<file path="src/rtl/hmtc_pkg.sv">
// package: register map, field positions, reset values and mode codes for the mode-control block
package hmtc_pkg;
    localparam logic [7:0] OFF_STATUS = 8'h00;
    localparam logic [7:0] OFF_MODE = 8'h01;
    localparam logic [7:0] OFF_AMPL = 8'h02;
    localparam logic [7:0] OFF_LAUNCH = 8'h0c;
    localparam logic [7:0] OFF_FORMAT = 8'h1d;
    localparam logic [7:0] OFF_INCTL = 8'h20;
    localparam int BIT_SOFT_RESET = 7;
    localparam int BIT_STANDBY = 6;
    localparam int BIT_CHECK = 3;
    localparam int BIT_LAUNCH = 0;
    localparam int BIT_UNSIGNED = 3;
    localparam int BIT_ANALOG = 0;
    localparam int BIT_BIAS = 1;
    localparam logic [7:0] MODE_RESET = 8'h40;
    localparam logic [7:0] AMPL_RESET = 8'h00;
    localparam logic [2:0] DEVICE_CODE = 3'h5; // arbitrary value
    localparam logic [7:0] ROUTINE_CYCLES = 8'h10;
    localparam logic [1:0] RESET_CYCLES = 2'h3;

    typedef enum logic [2:0] {
        HMTC_M_INTERNAL = 3'b000,
        HMTC_M_EDGE = 3'b001,
        HMTC_M_LEVEL = 3'b010,
        HMTC_M_PWM = 3'b011,
        HMTC_M_AUDIO = 3'b100,
        HMTC_M_STREAM = 3'b101,
        HMTC_M_DIAG = 3'b110,
        HMTC_M_CAL = 3'b111
    } hmtc_mode_t;

    typedef struct packed {
        logic wr;
        logic rd;
        logic [7:0] addr;
        logic [7:0] wdata;
    } hmtc_req_t;

    typedef struct packed {
        logic active;
        logic use_pin;
        logic analog;
        logic audio;
        logic stream;
        logic [8:0] level;
    } hmtc_drive_t;
endpackage : hmtc_pkg

</file>
<file path="src/rtl/hmtc_sync.sv">
// two-flop synchroniser with rising and falling edge pulses taken from the settled copy
module hmtc_sync (
    input wire logic clk_i,
    input wire logic rst_i,
    input wire logic d_i,
    output logic q_o,
    output logic rise_o,
    output logic fall_o
);
    logic meta;
    logic sync;
    logic last;
    logic next_meta;
    logic next_sync;
    logic next_last;

    always_comb begin
        next_meta = d_i;
        next_sync = meta;
        next_last = sync;
    end

    always_ff @(posedge clk_i) begin
        if (rst_i) begin
            meta <= 1'b0;
            sync <= 1'b0;
            last <= 1'b0;
        end else begin
            meta <= next_meta;
            sync <= next_sync;
            last <= next_last;
        end
    end

    assign q_o = sync;
    assign rise_o = sync & ~last;
    assign fall_o = ~sync & last;
endmodule : hmtc_sync

</file>
<file path="src/rtl/hmtc_top.sv">
// mode-control register, trigger handling, soft reset and routine sequencing
// Contract
// - soft-reset bit 7 acts as power cycle
// - soft reset stops playback, restores defaults
// - soft-reset bit self-clears when done, resets 0
// - standby bit 6 resets to 1
// - mode bits 2-0; mode 0 launches by software
// - mode 1: pin rising edge sets launch
// - mode 1: second edge while launched cancels
// - level mode: launch follows pin
// - level mode: redundant edge changes nothing
// - mode 3: pin drives actuator, pwm/analog select
// - mode 4: audio on pin drives vibration
// - mode 5: drive from streamed amplitude register
// - mode 6: launch runs diagnostic, stores outcome
// - mode 7: launch runs calibration, self-clears
// - outcome bit: 1 fail, clears on read
// - streamed value signed unless unsigned bit set
module hmtc_top (
    input wire logic clk_i,
    input wire logic rst_i,
    input wire hmtc_pkg::hmtc_req_t req_i,
    input wire logic shared_stimulus_pin_i,
    input wire logic routine_fail_i,
    output logic [7:0] rdata_o,
    output logic launch_o,
    output logic cancel_o,
    output logic standby_o,
    output logic routine_busy_o,
    output hmtc_pkg::hmtc_drive_t drive_o
);
    import hmtc_pkg::*;

    logic pin_q;
    logic pin_rise;
    logic pin_fall;

    hmtc_sync u_sync (
        .clk_i(clk_i),
        .rst_i(rst_i),
        .d_i(shared_stimulus_pin_i),
        .q_o(pin_q),
        .rise_o(pin_rise),
        .fall_o(pin_fall)
    );

    // register state
    logic soft_reset;
    logic standby;
    hmtc_mode_t mode;
    logic [7:0] streamed_amplitude_value;
    logic unsigned_format_select;
    logic analog_select;
    logic audio_bias_enable;
    logic launch;
    logic check_outcome_bit;
    logic cancel;
    logic [7:0] routine_cnt;
    logic [1:0] reset_cnt;
    logic [7:0] rdata;
    hmtc_drive_t drive;
    logic busy;

    logic next_soft_reset;
    logic next_standby;
    hmtc_mode_t next_mode;
    logic [7:0] next_ampl;
    logic next_unsigned;
    logic next_analog;
    logic next_bias;
    logic next_launch;
    logic next_check;
    logic next_cancel;
    logic [7:0] next_routine_cnt;
    logic [1:0] next_reset_cnt;
    logic [7:0] next_rdata;
    hmtc_drive_t next_drive;
    logic next_busy;

    logic wr_mode;
    logic routine_mode;
    logic routine_done;

    assign wr_mode = req_i.wr && req_i.addr == OFF_MODE;
    assign routine_mode = mode == HMTC_M_DIAG || mode == HMTC_M_CAL;
    assign routine_done = routine_mode && launch && routine_cnt == 8'h01;

    always_comb begin
        next_soft_reset = soft_reset;
        next_standby = standby;
        next_mode = mode;
        next_ampl = streamed_amplitude_value;
        next_unsigned = unsigned_format_select;
        next_analog = analog_select;
        next_bias = audio_bias_enable;
        next_launch = launch;
        next_check = check_outcome_bit;
        next_cancel = 1'b0;
        next_routine_cnt = routine_cnt;
        next_reset_cnt = reset_cnt;
        next_rdata = rdata;
        if (soft_reset) begin
            // hold every register at its default while the reset runs, then let the bit drop
            next_standby = MODE_RESET[BIT_STANDBY];
            next_mode = hmtc_mode_t'(MODE_RESET[2:0]);
            next_ampl = AMPL_RESET;
            next_unsigned = 1'b0;
            next_analog = 1'b0;
            next_bias = 1'b0;
            next_launch = 1'b0;
            next_check = 1'b0;
            next_routine_cnt = 8'h00;
            next_rdata = 8'h00;
            if (reset_cnt == 2'h0) begin
                next_soft_reset = 1'b0;
            end else begin
                next_reset_cnt = reset_cnt - 2'h1;
            end
        end else begin
            if (req_i.rd) begin
                case (req_i.addr)
                    OFF_STATUS: begin
                        next_rdata = {DEVICE_CODE, 1'b0, check_outcome_bit, 3'b000};
                        next_check = 1'b0;
                    end
                    OFF_MODE: next_rdata = {soft_reset, standby, 3'b000, mode};
                    OFF_AMPL: next_rdata = streamed_amplitude_value;
                    OFF_LAUNCH: next_rdata = {7'h00, launch};
                    OFF_FORMAT: next_rdata = {4'h0, unsigned_format_select, 3'b000};
                    OFF_INCTL: next_rdata = {6'h00, audio_bias_enable, analog_select};
                    default: next_rdata = 8'h00;
                endcase
            end
            if (req_i.wr) begin
                case (req_i.addr)
                    OFF_MODE: begin
                        next_standby = req_i.wdata[BIT_STANDBY];
                        next_mode = hmtc_mode_t'(req_i.wdata[2:0]);
                        if (req_i.wdata[BIT_SOFT_RESET]) begin
                            // defaults take hold at once so the mode from this write never runs
                            next_standby = MODE_RESET[BIT_STANDBY];
                            next_mode = hmtc_mode_t'(MODE_RESET[2:0]);
                            next_soft_reset = 1'b1;
                            next_reset_cnt = RESET_CYCLES;
                            next_launch = 1'b0;
                            next_cancel = launch;
                        end
                    end
                    OFF_AMPL: next_ampl = req_i.wdata;
                    OFF_FORMAT: next_unsigned = req_i.wdata[BIT_UNSIGNED];
                    OFF_INCTL: begin
                        next_analog = req_i.wdata[BIT_ANALOG];
                        next_bias = req_i.wdata[BIT_BIAS];
                    end
                    OFF_LAUNCH: begin
                        // software launch works in every mode; clearing it cancels
                        if (req_i.wdata[BIT_LAUNCH] && !launch) begin
                            next_launch = 1'b1;
                            next_routine_cnt = ROUTINE_CYCLES;
                        end else if (!req_i.wdata[BIT_LAUNCH] && launch) begin
                            next_launch = 1'b0;
                            next_cancel = 1'b1;
                        end
                    end
                    default: ;
                endcase
            end
            if (!(wr_mode && req_i.wdata[BIT_SOFT_RESET])) begin
                case (mode)
                    HMTC_M_EDGE: begin
                        if (pin_rise && !launch) begin
                            next_launch = 1'b1;
                        end else if (pin_rise && launch) begin
                            next_launch = 1'b0;
                            next_cancel = 1'b1;
                        end
                    end
                    HMTC_M_LEVEL: begin
                        // edges that match the current launch state are ignored
                        if (pin_rise && !launch) begin
                            next_launch = 1'b1;
                        end else if (pin_fall && launch) begin
                            next_launch = 1'b0;
                            next_cancel = 1'b1;
                        end
                    end
                    HMTC_M_DIAG, HMTC_M_CAL: begin
                        if (launch && routine_cnt != 8'h00) begin
                            next_routine_cnt = routine_cnt - 8'h01;
                        end
                        if (routine_done) begin
                            next_launch = 1'b0;
                            // set wins over a read-clear in the same cycle
                            next_check = routine_fail_i;
                        end
                    end
                    default: ;
                endcase
            end
        end
    end

    always_comb begin
        next_drive.active = !next_soft_reset && !next_standby && (next_mode == HMTC_M_PWM ||
            next_mode == HMTC_M_AUDIO || next_mode == HMTC_M_STREAM || next_launch);
        next_drive.use_pin = next_mode == HMTC_M_PWM || next_mode == HMTC_M_AUDIO;
        next_drive.analog = next_analog;
        next_drive.audio = next_mode == HMTC_M_AUDIO;
        next_drive.stream = next_mode == HMTC_M_STREAM;
        next_busy = next_launch && (next_mode == HMTC_M_DIAG || next_mode == HMTC_M_CAL);
        // signed by default; unsigned values are zero-extended into the 9-bit level
        if (next_unsigned) begin
            next_drive.level = {1'b0, next_ampl};
        end else begin
            next_drive.level = {next_ampl[7], next_ampl};
        end
    end

    always_ff @(posedge clk_i) begin
        if (rst_i) begin
            soft_reset <= 1'b0;
            standby <= MODE_RESET[BIT_STANDBY];
            mode <= HMTC_M_INTERNAL;
            streamed_amplitude_value <= AMPL_RESET;
            unsigned_format_select <= 1'b0;
            analog_select <= 1'b0;
            audio_bias_enable <= 1'b0;
            launch <= 1'b0;
            check_outcome_bit <= 1'b0;
            cancel <= 1'b0;
            routine_cnt <= 8'h00;
            reset_cnt <= 2'h0;
            rdata <= 8'h00;
            drive <= '0;
            busy <= 1'b0;
        end else begin
            soft_reset <= next_soft_reset;
            standby <= next_standby;
            mode <= next_mode;
            streamed_amplitude_value <= next_ampl;
            unsigned_format_select <= next_unsigned;
            analog_select <= next_analog;
            audio_bias_enable <= next_bias;
            launch <= next_launch;
            check_outcome_bit <= next_check;
            cancel <= next_cancel;
            routine_cnt <= next_routine_cnt;
            reset_cnt <= next_reset_cnt;
            rdata <= next_rdata;
            drive <= next_drive;
            busy <= next_busy;
        end
    end

    assign rdata_o = rdata;
    assign launch_o = launch;
    assign cancel_o = cancel;
    assign standby_o = standby;
    assign routine_busy_o = busy;
    assign drive_o = drive;

    a_reset_clears: assert property (@(posedge clk_i) disable iff (rst_i)
        $rose(soft_reset) |-> ##[1:5] !soft_reset)
        else $error("soft reset did not clear");
    a_reset_defaults: assert property (@(posedge clk_i) disable iff (rst_i)
        soft_reset && $past(soft_reset) |-> standby && mode == HMTC_M_INTERNAL && !launch)
        else $error("defaults not held in soft reset");
    a_edge_launch: assert property (@(posedge clk_i) disable iff (rst_i)
        mode == HMTC_M_EDGE && pin_rise && !launch && !req_i.wr && !soft_reset |=> launch)
        else $error("edge did not launch");
    a_edge_cancel: assert property (@(posedge clk_i) disable iff (rst_i)
        mode == HMTC_M_EDGE && pin_rise && launch && !req_i.wr && !soft_reset |=> !launch && cancel)
        else $error("second edge did not cancel");
    a_level_follow: assert property (@(posedge clk_i) disable iff (rst_i)
        mode == HMTC_M_LEVEL && pin_fall && launch && !req_i.wr && !soft_reset |=> !launch && cancel)
        else $error("falling edge did not cancel");
    a_level_noop: assert property (@(posedge clk_i) disable iff (rst_i)
        mode == HMTC_M_LEVEL && pin_fall && !launch && !req_i.wr && !soft_reset |=> !launch && !cancel)
        else $error("redundant edge changed state");
    a_routine_ends: assert property (@(posedge clk_i) disable iff (rst_i)
        routine_mode && $rose(launch) && !req_i.wr |-> ##[1:17] !launch)
        else $error("routine did not self-clear");
    a_outcome_read: assert property (@(posedge clk_i) disable iff (rst_i)
        req_i.rd && req_i.addr == OFF_STATUS && !routine_done && !soft_reset |=> !check_outcome_bit)
        else $error("outcome not cleared on read");
    a_stream_level: assert property (@(posedge clk_i) disable iff (rst_i)
        drive.stream && !unsigned_format_select && $stable(streamed_amplitude_value) && !$past(soft_reset)
        |-> drive.level[8] == streamed_amplitude_value[7])
        else $error("signed stream level wrong");
    a_mode0_holds: assert property (@(posedge clk_i) disable iff (rst_i)
        mode == HMTC_M_INTERNAL && !req_i.wr && !soft_reset |=> launch == $past(launch))
        else $error("launch moved without software in mode 0");
    a_standby_default: assert property (@(posedge clk_i) disable iff (rst_i)
        $fell(soft_reset) |-> standby && !launch)
        else $error("standby not set after soft reset");
    a_cancel_stops: assert property (@(posedge clk_i) disable iff (rst_i)
        cancel |-> !launch)
        else $error("cancel left launch set");
    c_edge_cancel: cover property (@(posedge clk_i) mode == HMTC_M_EDGE && pin_rise && launch);
    c_routine_fail: cover property (@(posedge clk_i) routine_done && routine_fail_i);
    c_soft_reset: cover property (@(posedge clk_i) $fell(soft_reset));
    c_level_cancel: cover property (@(posedge clk_i) mode == HMTC_M_LEVEL && pin_fall && launch);
endmodule : hmtc_top

</file>
<file path="config.mk">
export PLATFORM = sky130hd
export DESIGN_NAME = hmtc_top
export DESIGN_NICKNAME = d
export VERILOG_FILES = /design/src/rtl/hmtc_pkg.sv /design/src/rtl/hmtc_sync.sv /design/src/rtl/hmtc_top.sv
export SDC_FILE = /design/constraint.sdc
export NUM_CORES = 1
export LEC_CHECK = 0
export BUFFER_PORTS_ARGS = -buffer_cell sky130_fd_sc_hd__buf_2
export CELL_PAD_IN_SITES_DETAIL_PLACEMENT = 1
export CELL_PAD_IN_SITES_GLOBAL_PLACEMENT = 2
export CORE_UTILIZATION = 29
export DETAILED_ROUTE_END_ITERATION = 6
export PLACE_DENSITY = 0.73
export SLEW_MARGIN = 20
export SYNTH_ARGS = -nofsm -noshare
export SYNTH_HDL_FRONTEND = slang
export SYNTH_SLANG_ARGS = --single-unit
</file>
<file path="constraint.sdc">
create_clock -name clk_i -period 1.8 [get_ports clk_i]
set_input_delay 0.09 -clock clk_i [delete_from_list [all_inputs] [get_ports clk_i]]
set_output_delay 0.09 -clock clk_i [all_outputs]
set_load 0.01 [all_outputs]
</file>
# Yosys cells after proc, flatten, opt, wreduce, memory -nomap -nowiden
# Index checks and enable logic that the tools add are counted.
# word_totals
ff_bits,54
out_inout_bits,26
# op_classes
addsub,2
eq_ne,16
muxes,62
bitwise_logic,4
reduce_logical,33
# ops
operator,count
$mux W8,9
$pmux W8 S6,1
$mux W1,39
$eq A3 B3 Y1 const B,6
$eq A8 B1 Y1 const B,2
$logic_and A1 B1 Y1,13
$mux W3,4
$mux W2,5
$eq A8 B2 Y1 const B,1
$eq A8 B4 Y1 const B,1
$eq A8 B5 Y1 const B,1
$eq A8 B6 Y1 const B,1
$logic_not A8 Y1,1
$reduce_bool A8 Y1,1
$sub A8 B1 Y8 const B,1
$eq A3 B2 Y1 const B,2
$pmux W1 S2,3
$reduce_bool A2 Y1,3
$reduce_or A2 Y1,3
$logic_or A1 B1 Y1,5
$logic_not A1 Y1,4
$reduce_and A4 Y1,1
$eq A3 B1 Y1 const B,1
$pmux W1 S3,1
6 further kinds,8

# Depth between registers and ports, before layout
# depth
word_depth,13
ltp_mapped,8

# Modules after synthesis
# From an unflattened synthesis, not the netlist that was laid out.
# hier_totals
cells_unflattened,249
hier_area_um2,2209.6
# by_module_without_submodules
mod,instances,cells_per_inst,area_each_um2,seq_area_each_um2
hmtc_top,1,241,2118.3,860.8
hmtc_sync,1,8,91.3,60.1

# Least setup slack after synthesis
# Ideal clock, no wire load.
# synth_path
path_type,flip-flop to flip-flop
startpoint,register routine_cnt[6]
endpoint,register routine_cnt[4]
setup_ps,119
arrival_ps,1829
t_required_ps,1681
path_slack_ps,-148
path_stages_with_launch,7
path_buffers,1
path_cell_list,dfxtp_1 or3_1 o311a_1 and2_1 buf_2 mux2_1 o221a_1
# synth_via
elab_chain_cells,5
# synth_lines
item,line,source
start: declaration,hmtc_top.sv:58,logic [7:0] routine_cnt;
start signal: assignment,hmtc_top.sv:247,routine_cnt <= next_routine_cnt;
$reduce_bool A8 Y1,hmtc_top.sv:188,if (launch && routine_cnt != 8'h00) begin
$logic_and A1 B1 Y1,hmtc_top.sv:188,
$mux W8,hmtc_top.sv:188,
$mux W8,hmtc_top.sv:169,case (mode)
$mux W8,hmtc_top.sv:168,if (!(wr_mode && req_i.wdata[BIT_SOFT_RESET])) begin
# Every way passes these cells.
# A chain may end at the register's enable or synchronous reset.

# Worst setup path after layout
# layout_path
startpoint,register routine_cnt[7]
endpoint,register routine_cnt[4]
# Same word-level chain as after synthesis.

==> impl_results.md <==
* Async set or reset register ratio after synthesis at 0%
* Count of input and output buffers at between 40 and 50
* Switch share at roughly a quarter
* Setup slack after layout at -0.0233 ns
* WL/cell at between 15 and 20 um
* Residual DRC at 0
* Die Ht at 89.7 um
* Number of synthesized flops with an enable pin at 0
* CP Launch Type: register
* Post-Syn Area at 2230 um2
* R2R Path End: routine_cnt[4]
* Main synth FF type: dfxtp_1
* Clock share of power at 40.1%
* P_sw at roughly 470 uW
* Synth area leader: dfxtp_1
* Post-synth net total at between 200 and 300
* RSZ-0062 raised after global routing: yes
* Crit path max-delay family: simple AND/OR/NAND/NOR gates
* Slew Viols, Final at 0
* # setup viols final at 1
* Routed wire length at 7010 um
* Crit-path slowest cell: or3_4
* GRT Util Overall at between 10% and 20%
* Final ANT Viol Nets at 0
* HP Start: rst_i
* Vias at about 2,200
* Syn_area_per_cell at 8.61 um2
* Synth-to-layout area growth at 32.2%
* Area of the multi-input gates at between 1000 and 1500 um2
* Post-synth top area share at slightly above 40%
* Yosys cell types at 52
* Clock buffer depth at 2
* Seq/Total Area, Yosys at 41.3%
* Outcome: finished with violations
* Global-route wire length before repair at approximately 12,000 um
* Worst-Skew Late Latency at about 0.3 ns
* Skew final at around 0.011 ns
* Largest net degree at the start of global routing at 21
* Boundary pin count at 48
* Worst-path maximum fanout at 2
* Antenna Cells at 0
* Worst path cell trace: or3_4 -> o311a_1 -> and2_4 -> mux2_4 -> o221a_1
* Share of layout cells above drive strength 1 at a little under a third
* Type of the worst min-delay path: input port to register
* P_int at 1500 uW
* Count of nets after finishing at 362
* Post-route cell area at just under 3000 um2
* CTS root buf: clkbuf_8
* Slew @ Worst Pin at 0.428 ns
* Die footprint at around 8000 um2
* Gr ovfl total at 0
* Clock transition at path regs at roughly 0.09 ns
* Vias in the first global route at ~2,300
* Htree depth at 2
* Worst reg2reg path startpoint: routine_cnt[7]
* Vias per cell at ~5.1
* DRT Pass-1 Iters at 4
* Initial antenna violation count at 0
* Worst rel slew slack at about 71%
* Total CTS buffers at 5
* Syn. warnings at 0
* Total Neg Setup Slack at -0.0233 ns
* Reg power frac at around 52%
* Top post-synthesis cells by area: dfxtp_1, a21oi_1, nand3_1, nor2_1, mux2i_1
* Worst EP required at a little under 2 ns
* Fillers at roughly 890
* DP HPWL at 5290 um
* Crit share post-route at 101%
* MaxCap Viol Count at 0
* FF/Latch Area at slightly above 900 um2
* CP Buf/Inv Count at 0
* TritonCTS clock tree: yes
* Critical Path Max Stage Delay at about 0.38 ns
* Flop-to-flop setup slack at -0.02 ns
* Cell area after placement at approximately 2800 um2
* Comb pwr share at between 7 and 8%
* Worst path arrival time at 2.01 ns
* PD cells at ~670 nW/um2
* Synth Instances at 259
* FP Rows at 31
* Initial Utilization at 30.4%
* Hold Path End: u_sync.meta
* Clock tree sinks at between 40 and 50
* Core Area at approximately 7300 um2
* Synth Register Bits at 46
* Die W at ~90 um
* Failing checks: negative setup slack
* Starting DRC count in detailed routing at 69
* Final Hold Viols at 0
* Crit. End Element: register
* Static leakage at ~0.0013 uW
* Final Critical Period at 1.82 ns
* Placer Congestion at 0.780
* F_max at approximately 0.55 GHz
* WHS Path Cells at 2
* VDD IR max at around 0.43 mV
* Reg2Reg Depth at 5
* Setup CP Type: register to register
-- how the worst max path moves through the flow --
| stage | start | to | slack [ns] | cells past startpoint |
|---|---|---|---|---|
| floorplan | routine_cnt[7] | routine_cnt[4] | -0.09 | 6 |
| global placement | req_i[12] | drive_o[13] | -0.05 | 6 |
| detailed placement | req_i[12] | drive_o[13] | -0.05 | 6 |
| CTS | routine_cnt[5] | routine_cnt[4] | -0.04 | 5 |
| global route | routine_cnt[1] | routine_cnt[4] | -0.09 | 7 |
| finish | routine_cnt[7] | routine_cnt[4] | -0.02 | 5 |
-- timing repair --
action	CTS	global route
endpoints found under the setup margin	3	8
buffers inserted	0	1
hold buffers	1	0
pin swaps	1	2
endpoints found under the hold margin	1	0
gates cloned	0	0
gates resized for setup	3	5
-- worst register-to-register path, stage by stage (launching register included) --
cell and delay, ns:
dfxtp_2 0.33, or3_4 0.38, o311a_1 0.35, and2_4 0.17
mux2_4 0.29, o221a_1 0.20
-- synthesized netlist by cell type, types with 2 or more instances --
cell type  number
dfxtp_1        46
a21oi_1        22
nor2_1         22
nand3_1        17
nand2_1        16
inv_1          10
clkbuf_1        9
nor3_1          9
nor2b_1         8
o21ai_0         7
a211oi_1        6
a22o_1          6
mux2i_1         6
nand4_1         6
a31oi_1         5
or3_1           5
ha_1            4
and2_1          3
and3b_1         3
buf_2           3
nand3b_1        3
nor4_1          3
or2_2           3
or4_1           3
and3_1          2
nand2b_1        2
nor3b_1         2
o21bai_1        2
o31ai_1         2
or4bb_1         2
-- flip-flops by register name (all words and copies together), names as in the netlist --
signal,count
standby_o,1
check_outcome_bit,1
u_sync.meta,1
audio_bias_enable,1
u_sync.q_o,1
routine_cnt,8
drive_o,14
launch_o,1
soft_reset,1
rdata_o,8
mode,3
routine_busy_o,1
unsigned_format_select,1
u_sync.last,1
cancel_o,1
reset_cnt,2
-- through the flow --
| stage | setup slack, ns | util [%] | power [uW] | std cells | hold slack, ns |
|---|---|---|---|---|---|
| 3_3_place_gp | -0.0493 | 38.1 | 1200 | 426 | 0.300 |
| 6_report | -0.0233 | 40.2 | 1970 | 436 | 0.0447 |
| 4_1_cts | -0.0383 | 39.8 | 2010 | 435 | 0.0397 |
| 3_5_place_dp | -0.0507 | 38.1 | 1200 | 426 | 0.306 |
| 2_1_floorplan | -0.0896 | - | 1120 | 259 | 0.162 |
| 5_1_grt | -0.0941 | 40.2 | 2060 | 436 | 0.0313 |
-- power groups by stage --
stage	combinational [uW]	sequential (uW)	clock, uW
after detailed placement	151	1050	0
after floorplan	65.0	1050	0
after global placement	149	1050	0
after CTS	153	1030	827
after global routing	166	1030	864
final	152	1030	789
-- cell type report --
type,count,share of cell area (%)
multi-input cells,189,42.0
flip-flops and latches,46,31.3
repair buffers,84,17.5
well taps,99,4.20
clock buffers,6,2.46
clock inverters,2,1.27
inverters,10,1.27
-- logic make-up (layout without fill, tap and decap cells) --
kind of cell / Yosys count / after routing / synth area share, %
compound gates: 62 / 62 / 18.7
fa+ha+maj: 4 / 4 / 2.24
simple gates: 115 / 115 / 29.4
xor+xnor: 1 / 1 / 0.393
buf+inv: 24 / 102 / 4.71
mux: 7 / 7 / 3.20
flops: 46 / 46 / 41.3
-- routing by layer --
metal	vias up	global-route usage [%]	part of all wire, %
met1	1085	23.5	49
met3	6	3.05	2.6
met4	0	5.05	1.1
met5	-	0	0
li1	1104	-	-
met2	40	30.0	48
-- cell usage in the layout (no fill, tap or decap), types with 2 or more instances in the layout --
cell type,instances
nand2b_1,2
or3_1,3
nor3_2,2
inv_1,10
dfxtp_2,3
mux2i_1,6
o21ai_0,7
and2_1,2
o31ai_1,2
nand2_1,16
dfxtp_1,43
a31oi_1,5
and3b_1,3
nand4_1,6
nor3b_1,2
clkbuf_8,5
o21bai_1,2
or4_1,3
ha_1,4
or3_4,2
or2_2,3
nor3_1,7
a211oi_1,6
a22o_1,6
and3_1,2
nor2_1,22
buf_2,47
a21oi_1,22
nand3_1,17
nor2b_1,8
or4bb_1,2
buf_4,36
nand3b_1,3
nor4_1,3
Power figures use the tool's default switching activity.
